**config.mk**
```make
export PLATFORM = sky130hd
export DESIGN_NAME = fmx_fan_mux
export DESIGN_NICKNAME = d
export VERILOG_FILES = /design/src/verilog/fmx_pkg.sv /design/src/verilog/fmx_thermal_cal.sv /design/src/verilog/fmx_fan_shaper.sv /design/src/verilog/fmx_fan_mux.sv
export SDC_FILE = /design/constraint.sdc
export NUM_CORES = 2
export LEC_CHECK = 0
export BUFFER_PORTS_ARGS = -buffer_cell sky130_fd_sc_hd__buf_2
export CORE_MARGIN = 1.5
export CORE_UTILIZATION = 45
export DETAILED_ROUTE_END_ITERATION = 16
export HOLD_SLACK_MARGIN = 0.1
export SLEW_MARGIN = 20
export SYNTH_ARGS = -nofsm -noshare
export SYNTH_HDL_FRONTEND = slang
export SYNTH_SLANG_ARGS = --single-unit
```
**constraint.sdc**
```tcl
create_clock -name clk_in -period 46.1 [get_ports clk_in]
set_clock_uncertainty 0.05 [all_clocks]
set_input_delay 2.305 -clock clk_in [delete_from_list [all_inputs] [get_ports clk_in]]
set_output_delay 2.305 -clock clk_in [all_outputs]
set_load 0.03 [all_outputs]
```
**src/verilog/fmx_pkg.sv**
```systemverilog
// package for the fan mux and power-up fail-safe block
package fmx_pkg;

  // register offsets
  localparam logic [7:0] FMX_OFS_DUTY1 = 8'h30;
  localparam logic [7:0] FMX_OFS_DUTY2 = 8'h31;
  localparam logic [7:0] FMX_OFS_DUTY3 = 8'h32;
  localparam logic [7:0] FMX_OFS_CFG1  = 8'h5c;
  localparam logic [7:0] FMX_OFS_CFG2  = 8'h5d;
  localparam logic [7:0] FMX_OFS_CFG3  = 8'h5e;
  localparam logic [7:0] FMX_OFS_TCAL0 = 8'h67;
  localparam logic [7:0] FMX_OFS_PMIN0 = 8'h64;
  localparam logic [7:0] FMX_OFS_PINS  = 8'h7e;

  // field positions
  localparam int FMX_FAN_BEHAVIOUR_SELECT_LSB = 5;
  localparam int FMX_FAN_BEHAVIOUR_SELECT_MSB = 7;
  localparam int FMX_PIN_FOURTH_TACH_INPUT_BIT = 0;
  localparam int FMX_PIN_PWM2_BIT  = 1;

  // reset values and full/off duty levels
  localparam logic [7:0] FMX_DUTY_RST = 8'hff;
  localparam logic [7:0] FMX_CFG_RST_BASE = 8'h82;
  localparam logic [7:0] FMX_CFG_RST_ALT  = 8'h62;
  localparam logic [7:0] FMX_FAN_START_TEMPERATURE_RST = 8'h9a;
  localparam logic [7:0] FMX_PMIN_RST = 8'h80;
  localparam logic [7:0] FMX_PINS_RST = 8'h00;
  localparam logic [7:0] FMX_DUTY_FULL = 8'hff;
  localparam logic [7:0] FMX_DUTY_OFF  = 8'h00;
  localparam logic [7:0] FMX_SPAN_RST = 8'h20;

  // fail-safe time
  localparam longint FMX_CLK_HZ = 10000000;
  localparam longint FMX_FAILSAFE_MS = 4600;
  localparam longint FMX_FAILSAFE_CYC = FMX_FAILSAFE_MS * FMX_CLK_HZ / 1000;

  typedef enum logic [2:0] {
    FMX_BH_REMOTE1 = 3'b000,
    FMX_BH_LOCAL   = 3'b001,
    FMX_BH_REMOTE2 = 3'b010,
    FMX_BH_FULL    = 3'b011,
    FMX_BH_OFF     = 3'b100,
    FMX_BH_LOC_R2  = 3'b101,
    FMX_BH_ALL3    = 3'b110,
    FMX_BH_MANUAL  = 3'b111
  } fmx_fan_behaviour_select_type;

  typedef enum logic [1:0] {
    FMX_PS_WAIT_SUPPLY = 2'b00,
    FMX_PS_COUNTING    = 2'b01,
    FMX_PS_FORCED_FULL = 2'b10,
    FMX_PS_NORMAL      = 2'b11
  } fmx_pstate_type;

  typedef struct packed {
    logic       wr;
    logic [7:0] addr;
    logic [7:0] data;
  } fmx_wr_type;

  typedef struct packed {
    logic [7:0] fan_start_temperature;
    logic [7:0] span;
  } fmx_tcal_type;

endpackage

```
**src/verilog/fmx_thermal_cal.sv**
```systemverilog
// per-channel thermal calibration: temperature to speed request
`timescale 1ns/1ps
`default_nettype none
module fmx_thermal_cal
  import fmx_pkg::*;
#(
  parameter int WIDTH = 8
)
(
  // clock and reset
  input  wire logic             clk_in,
  input  wire logic             reset_n_in,
  // calibration and temperature
  input  wire fmx_tcal_type     cal_in,
  input  wire logic [WIDTH-1:0] temp_in,
  // speed request
  output logic      [WIDTH-1:0] request_out
);
  initial
  begin
    if (WIDTH != 8)
      $error("fmx_thermal_cal supports 8-bit data only");
  end

  logic [WIDTH-1:0] over;
  logic [15:0]      scaled;
  logic [WIDTH-1:0] request_nxt;

  // linear ramp from start temperature over the span, saturating at full
  always_comb
  begin
    over = (temp_in > cal_in.fan_start_temperature) ? WIDTH'(temp_in - cal_in.fan_start_temperature) : '0;
    scaled = (cal_in.span == '0) ? 16'hffff : 16'((over * 16'd255) / cal_in.span);
    request_nxt = (temp_in <= cal_in.fan_start_temperature) ? '0 :
                  (scaled > 16'd255) ? 8'hff : scaled[7:0];
  end

  always_ff @(posedge clk_in or negedge reset_n_in)
  begin
    if (!reset_n_in)
      request_out <= '0;
    else
      request_out <= request_nxt;
  end
endmodule
`default_nettype wire

```
**src/verilog/fmx_fan_shaper.sv**
```systemverilog
// per-output minimum clamp and ramp-rate limit of duty
`timescale 1ns/1ps
`default_nettype none
module fmx_fan_shaper
  import fmx_pkg::*;
#(
  parameter int WIDTH = 8,
  parameter int STEP  = 1
)
(
  // clock and reset
  input  wire logic             clk_in,
  input  wire logic             reset_n_in,
  // target and settings
  input  wire logic [WIDTH-1:0] target_in,
  input  wire logic [WIDTH-1:0] min_duty_in,
  input  wire logic             bypass_in,
  // applied duty
  output logic      [WIDTH-1:0] duty_out
);
  initial
  begin
    if (STEP < 1 || STEP > 255)
      $error("fmx_fan_shaper step out of range");
  end

  localparam logic [WIDTH-1:0] STEP_W = WIDTH'(STEP);
  logic [WIDTH-1:0] goal;
  logic [WIDTH-1:0] duty_nxt;

  always_comb
  begin
    // zero request stays off; otherwise never below the minimum unless bypass_in is set
    goal = (target_in != '0 && target_in < min_duty_in) ? min_duty_in : target_in;
    if (bypass_in)
      duty_nxt = target_in;
    else if (goal > duty_out)
      duty_nxt = (goal - duty_out > STEP_W) ? WIDTH'(duty_out + STEP_W) : goal;
    else if (goal < duty_out)
      duty_nxt = (duty_out - goal > STEP_W) ? WIDTH'(duty_out - STEP_W) : goal;
    else
      duty_nxt = duty_out;
  end

  always_ff @(posedge clk_in or negedge reset_n_in)
  begin
    if (!reset_n_in)
      duty_out <= '0;
    else
      duty_out <= duty_nxt;
  end
endmodule
`default_nettype wire

```
**src/verilog/fmx_fan_mux.sv**
```systemverilog
// fan behaviour mux with power-up fail-safe timer and register file
// Notes on behaviour
// [RULE_01] base variant samples core-supply sense at power-up
// [RULE_02] alternate variant starts with fans running
// [RULE_03] supply low: defaults once validly addressed
// [RULE_04] supply up: timeout forces full speed
// [RULE_05] late address: stop fans, load defaults
// [RULE_06] early address: normal, never forced full
// [RULE_07] behaviour field in config bits seven-five
// [RULE_08] codes 000,001,010 route single channels
// [RULE_09] code 101: max of local, remote2
// [RULE_10] code 110: max of all three
// [RULE_11] per-channel request, maximum drives output
// [RULE_12] three sources, three outputs, four tachs
// [RULE_13] calibration held per temperature channel
// [RULE_14] per-output minimum duty and ramp control
// [RULE_15] automatic control runs without host traffic
// [RULE_16] pin functions selectable by software
// [RULE_17] codes 011 full, 100 off, 111 manual
// [RULE_18] manual mode applies written duty register
// [RULE_19] fail-safe counted in clocks; valid means address ack
`timescale 1ns/1ps
`default_nettype none
module fmx_fan_mux
  import fmx_pkg::*;
#(
  parameter longint FAILSAFE_CYC = FMX_FAILSAFE_CYC,
  parameter bit     ALT_VARIANT  = 1'b0,
  parameter int     RAMP_STEP    = 1
)
(
  // clock and reset
  input  wire logic        clk_in,
  input  wire logic        reset_n_in,
  // supply sense comparator, high above threshold
  input  wire logic        cpu_core_supply_sense_in,
  // serial-bus engine side
  input  wire logic        addr_ack_in,
  input  wire fmx_wr_type  reg_wr_in,
  input  wire logic [7:0]  reg_rd_addr_in,
  output logic      [7:0]  reg_rd_data_out,
  // measured temperatures: remote1, local, remote2
  input  wire logic [7:0]  temp_remote1_in,
  input  wire logic [7:0]  temp_local_in,
  input  wire logic [7:0]  temp_remote2_in,
  // fan drive duties
  output logic [2:0][7:0]  fan_drive_output_out,
  // pin function selects and status
  output logic             fourth_tach_select_out,
  output logic             pwm2_select_out,
  output logic             forced_full_out
);
  initial
  begin
    if (FAILSAFE_CYC < 1)
      $error("fmx_fan_mux fail-safe count must be positive");
  end

  localparam logic [7:0] CFG_RST = ALT_VARIANT ? FMX_CFG_RST_ALT : FMX_CFG_RST_BASE;
  localparam logic [31:0] FS_LAST = 32'(FAILSAFE_CYC - 1);

  fmx_pstate_type  pstate_r;
  logic [31:0]     fs_count_r;
  logic [2:0][7:0] cfg_r;
  logic [2:0][7:0] duty_reg_r;
  logic [2:0][7:0] pmin_r;
  fmx_tcal_type [2:0] tcal_r;
  logic [7:0]      pins_r;
  logic            load_defaults;
  logic [2:0][7:0] request;
  logic [2:0][7:0] shaped;
  logic [2:0][7:0] target;
  logic [2:0]      bypass;
  logic [2:0][7:0] temps;

  assign temps = {temp_remote2_in, temp_local_in, temp_remote1_in};

  // power-up sequencing; alternate variant skips supply polling
  always_ff @(posedge clk_in or negedge reset_n_in)
  begin
    if (!reset_n_in)
      pstate_r <= ALT_VARIANT ? FMX_PS_NORMAL : FMX_PS_WAIT_SUPPLY; // [RULE_02]
    else
      case (pstate_r)
        FMX_PS_WAIT_SUPPLY:
          if (addr_ack_in)
            pstate_r <= FMX_PS_NORMAL; // [RULE_03]
          else if (cpu_core_supply_sense_in)
            pstate_r <= FMX_PS_COUNTING; // [RULE_01]
        FMX_PS_COUNTING:
          if (addr_ack_in)
            pstate_r <= FMX_PS_NORMAL; // [RULE_06]
          else if (fs_count_r == FS_LAST)
            pstate_r <= FMX_PS_FORCED_FULL; // [RULE_04]
        FMX_PS_FORCED_FULL:
          if (addr_ack_in)
            pstate_r <= FMX_PS_NORMAL; // [RULE_05]
        FMX_PS_NORMAL:
          pstate_r <= FMX_PS_NORMAL;
        default:
          pstate_r <= FMX_PS_WAIT_SUPPLY;
      endcase
  end

  // fail-safe counter in clock cycles
  always_ff @(posedge clk_in or negedge reset_n_in)
  begin
    if (!reset_n_in)
      fs_count_r <= '0;
    else if (pstate_r == FMX_PS_COUNTING && fs_count_r != FS_LAST)
      fs_count_r <= fs_count_r + 32'd1; // [RULE_19]
  end

  // leaving the forced state reloads every default
  assign load_defaults = (pstate_r == FMX_PS_FORCED_FULL) && addr_ack_in; // [RULE_05]

  // register file; writes land in every power-up state, whether or not the host has been recognised, except one in the cycle whose ack leaves the forced state
  always_ff @(posedge clk_in or negedge reset_n_in)
  begin
    if (!reset_n_in)
    begin
      cfg_r      <= {3{CFG_RST}};
      duty_reg_r <= {3{FMX_DUTY_RST}};
      pmin_r     <= {3{FMX_PMIN_RST}};
      tcal_r     <= {3{FMX_FAN_START_TEMPERATURE_RST, FMX_SPAN_RST}};
      pins_r     <= FMX_PINS_RST;
    end
    else if (load_defaults)
    begin
      cfg_r      <= {3{CFG_RST}};
      duty_reg_r <= {3{FMX_DUTY_RST}};
      pmin_r     <= {3{FMX_PMIN_RST}};
      tcal_r     <= {3{FMX_FAN_START_TEMPERATURE_RST, FMX_SPAN_RST}};
      pins_r     <= FMX_PINS_RST;
    end
    else if (reg_wr_in.wr)
    begin
      for (int i = 0; i < 3; i++)
      begin
        if (reg_wr_in.addr == FMX_OFS_CFG1 + 8'(i))
          cfg_r[i] <= reg_wr_in.data; // [RULE_07]
        if (reg_wr_in.addr == FMX_OFS_DUTY1 + 8'(i) &&
            fmx_fan_behaviour_select_type'(cfg_r[i][FMX_FAN_BEHAVIOUR_SELECT_MSB:FMX_FAN_BEHAVIOUR_SELECT_LSB]) == FMX_BH_MANUAL)
          duty_reg_r[i] <= reg_wr_in.data; // [RULE_18]
        if (reg_wr_in.addr == FMX_OFS_PMIN0 + 8'(i))
          pmin_r[i] <= reg_wr_in.data; // [RULE_14]
        if (reg_wr_in.addr == FMX_OFS_TCAL0 + 8'(i))
          tcal_r[i].fan_start_temperature <= reg_wr_in.data; // [RULE_13]
        if (reg_wr_in.addr == FMX_OFS_TCAL0 + 8'h03 + 8'(i))
          tcal_r[i].span <= reg_wr_in.data; // [RULE_13]
      end
      if (reg_wr_in.addr == FMX_OFS_PINS)
        pins_r <= reg_wr_in.data; // [RULE_16]
    end
  end

  // one calibration block per temperature channel
  for (genvar c = 0; c < 3; c++)
  begin : g_cal
    fmx_thermal_cal #(.WIDTH(8)) u_cal (
      .clk_in      (clk_in),
      .reset_n_in  (reset_n_in),
      .cal_in      (tcal_r[c]),
      .temp_in     (temps[c]),
      .request_out (request[c])
    ); // [RULE_11] [RULE_15]
  end

  function automatic logic [7:0] fmx_max2(input logic [7:0] a, input logic [7:0] b);
    fmx_max2 = (a > b) ? a : b;
  endfunction

  // behaviour mux per output
  always_comb
  begin
    for (int o = 0; o < 3; o++)
    begin
      bypass[o] = 1'b1;
      case (fmx_fan_behaviour_select_type'(cfg_r[o][FMX_FAN_BEHAVIOUR_SELECT_MSB:FMX_FAN_BEHAVIOUR_SELECT_LSB]))
        FMX_BH_REMOTE1:
        begin
          target[o] = request[0]; // [RULE_08]
          bypass[o] = 1'b0;
        end
        FMX_BH_LOCAL:
        begin
          target[o] = request[1]; // [RULE_08]
          bypass[o] = 1'b0;
        end
        FMX_BH_REMOTE2:
        begin
          target[o] = request[2]; // [RULE_08]
          bypass[o] = 1'b0;
        end
        FMX_BH_LOC_R2:
        begin
          target[o] = fmx_max2(request[1], request[2]); // [RULE_09]
          bypass[o] = 1'b0;
        end
        FMX_BH_ALL3:
        begin
          target[o] = fmx_max2(fmx_max2(request[0], request[1]), request[2]); // [RULE_10]
          bypass[o] = 1'b0;
        end
        FMX_BH_FULL:    target[o] = FMX_DUTY_FULL; // [RULE_17]
        FMX_BH_OFF:     target[o] = FMX_DUTY_OFF; // [RULE_17]
        FMX_BH_MANUAL:  target[o] = duty_reg_r[o]; // [RULE_17]
        default:        target[o] = FMX_DUTY_OFF;
      endcase
    end
  end

  // per-output minimum and ramp
  for (genvar o = 0; o < 3; o++)
  begin : g_out
    fmx_fan_shaper #(.WIDTH(8), .STEP(RAMP_STEP)) u_shape (
      .clk_in      (clk_in),
      .reset_n_in  (reset_n_in),
      .target_in   (target[o]),
      .min_duty_in (pmin_r[o]),
      .bypass_in   (bypass[o]),
      .duty_out    (shaped[o])
    ); // [RULE_14] [RULE_12]
  end

  // forced full overrides every behaviour; cleared only by a valid address
  always_ff @(posedge clk_in or negedge reset_n_in)
  begin
    if (!reset_n_in)
      fan_drive_output_out <= '0;
    else
      for (int o = 0; o < 3; o++)
        fan_drive_output_out[o] <= (pstate_r == FMX_PS_FORCED_FULL) ?
                                   FMX_DUTY_FULL : shaped[o]; // [RULE_04]
  end

  assign forced_full_out        = (pstate_r == FMX_PS_FORCED_FULL);
  assign fourth_tach_select_out = ~pins_r[FMX_PIN_FOURTH_TACH_INPUT_BIT]; // [RULE_16]
  assign pwm2_select_out        = ~pins_r[FMX_PIN_PWM2_BIT]; // [RULE_16]

  // read back; duty registers show the applied duty
  always_ff @(posedge clk_in or negedge reset_n_in)
  begin
    if (!reset_n_in)
      reg_rd_data_out <= '0;
    else
    begin
      reg_rd_data_out <= '0;
      for (int i = 0; i < 3; i++)
      begin
        if (reg_rd_addr_in == FMX_OFS_CFG1 + 8'(i))
          reg_rd_data_out <= cfg_r[i];
        if (reg_rd_addr_in == FMX_OFS_DUTY1 + 8'(i))
          reg_rd_data_out <= fan_drive_output_out[i];
        if (reg_rd_addr_in == FMX_OFS_PMIN0 + 8'(i))
          reg_rd_data_out <= pmin_r[i];
        if (reg_rd_addr_in == FMX_OFS_TCAL0 + 8'(i))
          reg_rd_data_out <= tcal_r[i].fan_start_temperature;
        if (reg_rd_addr_in == FMX_OFS_TCAL0 + 8'h03 + 8'(i))
          reg_rd_data_out <= tcal_r[i].span;
      end
      if (reg_rd_addr_in == FMX_OFS_PINS)
        reg_rd_data_out <= pins_r;
    end
  end

  property p_timeout_forces;
    @(posedge clk_in) disable iff (!reset_n_in)
    (pstate_r == FMX_PS_COUNTING && fs_count_r == FS_LAST && !addr_ack_in)
      |=> forced_full_out ##1 (fan_drive_output_out == {3{FMX_DUTY_FULL}});
  endproperty
  a_timeout_forces: assert property (p_timeout_forces) else $error("timeout did not force full"); // [RULE_04]

  property p_ack_leaves_forced;
    @(posedge clk_in) disable iff (!reset_n_in)
    (forced_full_out && addr_ack_in) |=> !forced_full_out && cfg_r[0] == CFG_RST;
  endproperty
  a_ack_leaves_forced: assert property (p_ack_leaves_forced) else $error("ack kept forced state"); // [RULE_05]

  property p_early_ack_normal;
    @(posedge clk_in) disable iff (!reset_n_in)
    (pstate_r == FMX_PS_COUNTING && addr_ack_in) |=> pstate_r == FMX_PS_NORMAL ##1 !forced_full_out;
  endproperty
  a_early_ack_normal: assert property (p_early_ack_normal) else $error("early ack not normal"); // [RULE_06]

  property p_normal_stays;
    @(posedge clk_in) disable iff (!reset_n_in)
    (pstate_r == FMX_PS_NORMAL) |=> !forced_full_out;
  endproperty
  a_normal_stays: assert property (p_normal_stays) else $error("forced after normal"); // [RULE_06]

  property p_supply_starts;
    @(posedge clk_in) disable iff (!reset_n_in)
    (pstate_r == FMX_PS_WAIT_SUPPLY && cpu_core_supply_sense_in && !addr_ack_in)
      |=> pstate_r == FMX_PS_COUNTING && fs_count_r == $past(fs_count_r);
  endproperty
  a_supply_starts: assert property (p_supply_starts) else $error("supply did not start timer"); // [RULE_01]

  property p_low_ack;
    @(posedge clk_in) disable iff (!reset_n_in)
    (pstate_r == FMX_PS_WAIT_SUPPLY && addr_ack_in) |=> pstate_r == FMX_PS_NORMAL;
  endproperty
  a_low_ack: assert property (p_low_ack) else $error("low-supply ack ignored"); // [RULE_03]

  // code must have stood two cycles: shaper and output register add latency
  property p_full_code;
    @(posedge clk_in) disable iff (!reset_n_in)
    (cfg_r[1][7:5] == 3'b011 && !forced_full_out) ##1 (cfg_r[1][7:5] == 3'b011)
      |=> fan_drive_output_out[1] == FMX_DUTY_FULL;
  endproperty
  a_full_code: assert property (p_full_code) else $error("code 011 not full"); // [RULE_17]

  property p_manual_drive;
    @(posedge clk_in) disable iff (!reset_n_in)
    (cfg_r[0][7:5] == 3'b111 && $past(cfg_r[0][7:5]) == 3'b111 && !forced_full_out
     && $stable(duty_reg_r[0]))
      |=> fan_drive_output_out[0] == $past(duty_reg_r[0]);
  endproperty
  a_manual_drive: assert property (p_manual_drive) else $error("manual duty not applied"); // [RULE_18]

  property p_max_all3;
    @(posedge clk_in) disable iff (!reset_n_in)
    (cfg_r[2][7:5] == 3'b110) |-> target[2] >= request[0] && target[2] >= request[1]
                                  && target[2] >= request[2]
                                  && (target[2] == request[0] || target[2] == request[1]
                                      || target[2] == request[2]);
  endproperty
  a_max_all3: assert property (p_max_all3) else $error("code 110 not maximum"); // [RULE_10]
endmodule
`default_nettype wire

```
== Word-level counts from Yosys, hierarchy flattened ==
Index checks and enable logic that the tools add are counted.

* Bits in registers: 242
* Input bits: 53
* Output and inout bits: 35
* Logic and storage cells: 285

* Add/subtract/negate cells: 16
* $mul: 3
* Divide/modulo/power cells: 3
* Magnitude comparators: 27
* Equality and inequality tests: 64
* Muxes and demuxes: 87
* Bitwise gates (word level): 2
* Reduce and logical (&&, ||, !) cells: 55

{| class="wikitable"
|+ Operators with widths
! operator !! count
|-
| two-way mux 8 bit || 67
|-
| equality test 8 x 7 -> 1 bit (second input constant) || 26
|-
| one-hot mux 8 bit (8 select lines) || 3
|-
| two-way mux 24 bit || 6
|-
| two-way mux 48 bit || 2
|-
| > comparator 8 bit || 9
|-
| subtractor 8 bit || 9
|-
| divider 16 x 8 -> 16 bit || 3
|-
| equality test 8 x 6 -> 1 bit (second input constant) || 6
|-
| > comparator 16 x 8 -> 1 bit (second input constant) || 3
|-
| > comparator 8 x 1 -> 1 bit (second input constant) || 6
|-
| < comparator 8 bit || 6
|-
| multiplier 8 x 8 -> 16 bit (second input constant) || 3
|-
| two-way mux 16 bit || 3
|-
| equality test 3 bit (second input constant) || 12
|-
| nonzero test 2 bit || 17
|-
| adder 32 x 1 -> 32 bit (second input constant) || 1
|-
| equality test 32 x 26 -> 1 bit (second input constant) || 1
|-
| != test 32 x 26 -> 1 bit (second input constant) || 1
|-
| AND reduction 2 bit || 16
|-
| adder 8 x 1 -> 8 bit (second input constant) || 3
|-
| less-or-equal comparator 8 bit || 3
|-
| zero test 8 bit || 3
|-
| nonzero test 8 bit || 3
|-
| 16 further kinds || 45
|}

== Logic depth before layout (Yosys ltp) ==
* Depth in word-level cells: 17
* Mapped depth: 187
* Mapped depth without buffers: 177

== Modules after synthesis ==
A second synthesis with hierarchy kept.

* Cells, all modules: 5311
* Area, all modules: 41880.2 sq um

{| class="wikitable"
|+ By module, submodules not included
! module !! instances !! cells each !! area an instance (sq um) !! seq. area each (sq um)
|-
| fmx_thermal_cal (g_cal[1].u_cal ...) || 2 || 1043 || 8018.9 || 200.2
|-
| fmx_fan_mux || 1 || 1386 || 12132.9 || 4914.7
|-
| fmx_thermal_cal (g_cal[0].u_cal) || 1 || 1038 || 7925.1 || 200.2
|-
| fmx_fan_shaper || 3 || 267 || 1928.1 || 200.2
|}

== Worst setup path after synthesis ==
No wires, ideal clock.

* Kind: input -> register
* Start: input temp_local_in[0]
* End: register g_cal[1].u_cal.request_out[0]
* Library setup time: 0.126 ns
* Arrival time: 36.769 ns
* Required time: 45.924 ns
* Path slack: 9.155 ns
* Stages: 175
* Path buffers: 12
* Cell sequence: inv_1 ha_1 inv_1 fa_1 a21o_1 a21oi_1 nor2_1 o32ai_1 nor2_1 xor2_1 inv_1 ha_1 inv_1 fa_1 inv_1 fa_1 fa_1 ha_1 (+139 left out) buf_2 buf_6 nor2_1 a21oi_1 ha_1 a21o_1 a21oi_1 nor2b_1 o21ai_0 nand2b_1 a21oi_1 nor2b_1 o21ai_0 and3b_1 o21ai_0 a21oi_1 and3_1 a31oi_1

* Cells in the longest elaborated chain, start to end: 8
* Elaborated cells between the ends (all ways): 10
* Those cells by class: add/sub: 1; mul: 1; div: 1; order compare: 3; mux: 4

{| class="wikitable"
|+ RTL lines
! what !! RTL line !! RTL
|-
| from (decl) || fmx_fan_mux.sv:44 || <nowiki>input wire logic [7:0] temp_local_in,</nowiki>
|-
| subtractor 8 bit / > comparator 8 bit (equally long branches) || fmx_thermal_cal.sv:32 || <nowiki>over = (temp_in > cal_in.fan_start_temperature) ? WIDTH'(temp_in - cal_in.fan_start_temperature) : '0;</nowiki>
|-
| two-way mux 8 bit || fmx_thermal_cal.sv:32 ||
|-
| multiplier 8 x 8 -> 16 bit || fmx_thermal_cal.sv:33 || <nowiki>scaled = (cal_in.span == '0) ? 16'hffff : 16'((over * 16'd255) / cal_in.span);</nowiki>
|-
| divider 16 x 8 -> 16 bit || fmx_thermal_cal.sv:33 ||
|-
| two-way mux 16 bit || fmx_thermal_cal.sv:33 ||
|-
| > comparator 16 x 8 -> 1 bit || fmx_thermal_cal.sv:35 || <nowiki>(scaled > 16'd255) ? 8'hff : scaled[7:0];</nowiki>
|-
| two-way mux 8 bit || fmx_thermal_cal.sv:35 ||
|-
| two-way mux 8 bit (*) || fmx_thermal_cal.sv:34 || <nowiki>request_nxt = (temp_in <= cal_in.fan_start_temperature) ? '0 :</nowiki>
|-
| named net g_cal[1].u_cal.request_nxt[0] || fmx_thermal_cal.sv:27 || <nowiki>logic [WIDTH-1:0] request_nxt;</nowiki>
|-
| to (signal assigned) || fmx_thermal_cal.sv:43 || <nowiki>request_out <= request_nxt;</nowiki>
|-
| to (decl) || fmx_thermal_cal.sv:17 || <nowiki>output logic [WIDTH-1:0] request_out</nowiki>
|}

Mark *: on every way through the listed nets, which the timed path passes. The rest lies on a longest branch.
A chain may end at the register's enable or synchronous reset.

== Worst setup path in the final report ==
Ends and elaborated chain as after synthesis.

==> key figures <==
Critical path
  – Setup CP Type: input port to register
  – R2R setup slack: 6.28 ns
  – Arrival time worst endpoint: 41.53 ns
  – Worst EP required: 46.45 ns
  – RR Startpoint: tcal_r[24]
  – Crit path max fanout: 15
  – CP max stage cell: o21bai_1
  – Startpoint Class: input port
  – Reg-to-Reg End: g_cal[1].u_cal.request_out[0]
  – R2R depth: 160
  – Max incr delay on CP: 0.72 ns
  – Critical Path Most Common Cell: o21a_1
  – Element type at the critical path end: register

Clocking
  – Skew-Pair Late Insertion Delay: 0.57 ns
  – Clock sinks: 242
  – # hold bufs at CTS: 0
  – Postcts setup bufs: 0
  – Post-CTS Resized: 0
  – # H-tree levels: 1
  – Clock Tree Buf Depth: 3
  – CTS Buf Count: 28
  – Root Buffer: clkbuf_16
  – CTS tree: done
  – CTS clk-pin slew, worst paths: 0.06 ns

Worst hold path
  – Worst Hold Launch: fs_count_r[5]
  – Worst hold path type: register to register
  – Hold Path End: fs_count_r[5]
  – Hold Path Depth: 1

Floorplan
  – Starting Density: 45.6%
  – Die area: 86900 sq um
  – Die H: 295 um
  – Die W: 295 um
  – Row count: 106
  – Total core area: 84000 sq um
  – Num ports: 88

STA
  – TNS Setup: 0 ns
  – Tmin final: 41.18 ns
  – Unrepaired setup endpoints after global routing: false
  – Slew @ Worst Pin: 1.21 ns
  – Final Hold Viols: 0
  – Final worst slack: 4.92 ns
  – Max-slew violation total from the final report: 0
  – Fmax: 0.0243 GHz
  – Relative slew margins: 19.3%
  – Crit share post-route: 89.3%
  – Setup violators final: 0
  – Hold slack: 0.418 ns

Global routing
  – Met2 GRT Util: 41.4%
  – Total GRT Usage: 25.9%
  – Initial antenna violation count: 9
  – Largest net degree at the start of global routing: 109
  – GR Util met1: 36.3%
  – Gr busiest metal: met2
  – Vias in the first global route: 33051
  – First-pass GRT wire length: 182000 um
  – Grt ovf: 0
  – Met3 usage: 3.66%

Layout
  – Fin nets: 5433
  – Layout area overhead: 6.40%
  – Layout cells sized above 1: 8.81%
  – Final Util: 48.5%

Logic synthesis
  – Largest cells by area after synthesis: ha_1 17%, dfrtp_1 13%, mux2i_1 5.1%
  – Most common cell in the synthesized netlist: ha_1
  – Post-synth cell types: 136
  – Commonest cells post-synth: 529 x ha_1, 426 x nand2_1, 424 x nor2_1, 391 x inv_1, 327 x a21oi_1
  – Mapped Area: 38300 sq um
  – Cells after Synth: 4764
  – Register area share after synthesis: 16.0%
  – YS warnings: 0
  – Post-synth ARST share: 100%
  – Area leader, netlist: ha_1
  – Most used DFF post-synth: dfrtp_1
  – Syn Area/Cell: 8.04 sq um
  – Yosys reg bits: 242
  – Post-Syn Nets: 5442
  – EDFF count, synth: 0
  – Top cell type's share of synthesized area: 17.3%

Routing
  – Total Wirelength: 114000 um
  – Via count: 34949
  – Routed Antenna Nets: 0
  – Vias per cell: 5.91
  – DRC viols: 0
  – Initial DRC Count: 2551
  – DRT Pass-1 Iters: 9
  – Post-DR wirelength/cell: 19.3 um

Placement
  – RePlAce Congestion: 1.01
  – IO Port Bufs: 87
  – HPWL after DPL: 90600 um
  – DP Worst Slack: 4.62 ns

Run status
  – Outcome: finished clean

Flow run
  – Max-Cap Viols: 0
-- worst max path at each step --
stage	endpoint	cells past startpoint	slack (ns)	startpoint
after floorplan	g_cal[1].u_cal.request_out[0]	175	9.16	temp_local_in[0]
after global placement	g_cal[1].u_cal.request_out[0]	162	4.83	temp_local_in[0]
after detailed placement	g_cal[1].u_cal.request_out[0]	162	4.62	temp_local_in[0]
after CTS	g_cal[1].u_cal.request_out[0]	162	5.09	temp_local_in[0]
after global routing	g_cal[1].u_cal.request_out[0]	162	1.62	temp_local_in[0]
final	g_cal[1].u_cal.request_out[0]	162	4.92	temp_local_in[0]
-- placed cells by master, fill, tap and decap left out, types with 64 or more instances in the layout --
| cell type | Yosys | final |
|---|---|---|
| a21o_1 | 124 | 124 |
| a21oi_1 | 327 | 327 |
| buf_2 | 11 | 86 |
| dfrtp_1 | 194 | 194 |
| fa_1 | 96 | 96 |
| ha_1 | 529 | 529 |
| inv_1 | 391 | 391 |
| mux2_2 | 78 | 78 |
| mux2i_1 | 195 | 195 |
| nand2_1 | 426 | 425 |
| nand2b_1 | 77 | 77 |
| nand3_1 | 86 | 86 |
| nand4_1 | 64 | 64 |
| nor2_1 | 424 | 422 |
| nor3_1 | 181 | 178 |
| o21a_1 | 153 | 153 |
| o21ai_0 | 149 | 149 |
| xnor2_1 | 147 | 147 |
| xor2_1 | 86 | 86 |
-- final cells by class --
cell class	count	area, sq um
inverters	396	1490
clock buffers	38	830
well taps	1134	1420
clock inverters	14	179
multi-input cells	3981	30100
diodes	3	7.51
repair buffers	106	588
fillers	8279	43200
flip-flops and latches	242	6120
-- state kept, by name (all words and copies together) (netlist names) --
register	flops
g_cal.u_cal.request_out	24
fs_count_r	32
duty_reg_r	24
pstate_r	2
pins_r	8
reg_rd_data_out	8
cfg_r	24
tcal_r	48
pmin_r	24
fan_drive_output_out	24
g_out.u_shape.duty_out	24
-- critical path: cells and delay by family --
| family | cells | cell delay, ns |
|---|---|---|
| AO/OA/AOI/OAI | 83 | 19.08 |
| multiplexers | 5 | 1.56 |
| buffers and inverters | 8 | 0.70 |
| XOR/XNOR | 1 | 0.27 |
| AND/OR/NAND/NOR | 42 | 9.69 |
| adder cells (fa/ha/maj) | 23 | 7.89 |
-- cells by family (layout without fill, tap and decap cells) --
logic type	Yosys count	after routing	synth area share, %
other cells	0	3	0
xor+xnor	234	234	5.37
buf+inv	541	554	5.47
flops	242	242	16.0
mux	289	289	8.04
simple gates	1572	1572	20.0
fa+ha+maj	626	626	22.3
compound gates	1260	1260	22.8
-- per-layer routing --
metal | part of all wire (%) | vias up | wire length (um)
met2 | 44 | 932 | 50400
met1 | 46 | 16536 | 52400
met5 | 0.065 | - | 74
li1 | - | 17294 | -
met4 | 2.9 | 12 | 3310
met3 | 6.8 | 175 | 7750
-- stage by stage --
step,cells,cell area [sq um]
after floorplan,4764,38300
after global placement,5859,39700
after detailed placement,5859,39700
after CTS,5911,40700
after global routing,5912,40800
final,5914,40800
Power is not shown: default switching activity piles up to over one toggle a cycle in this logic, so the estimate is an artifact.
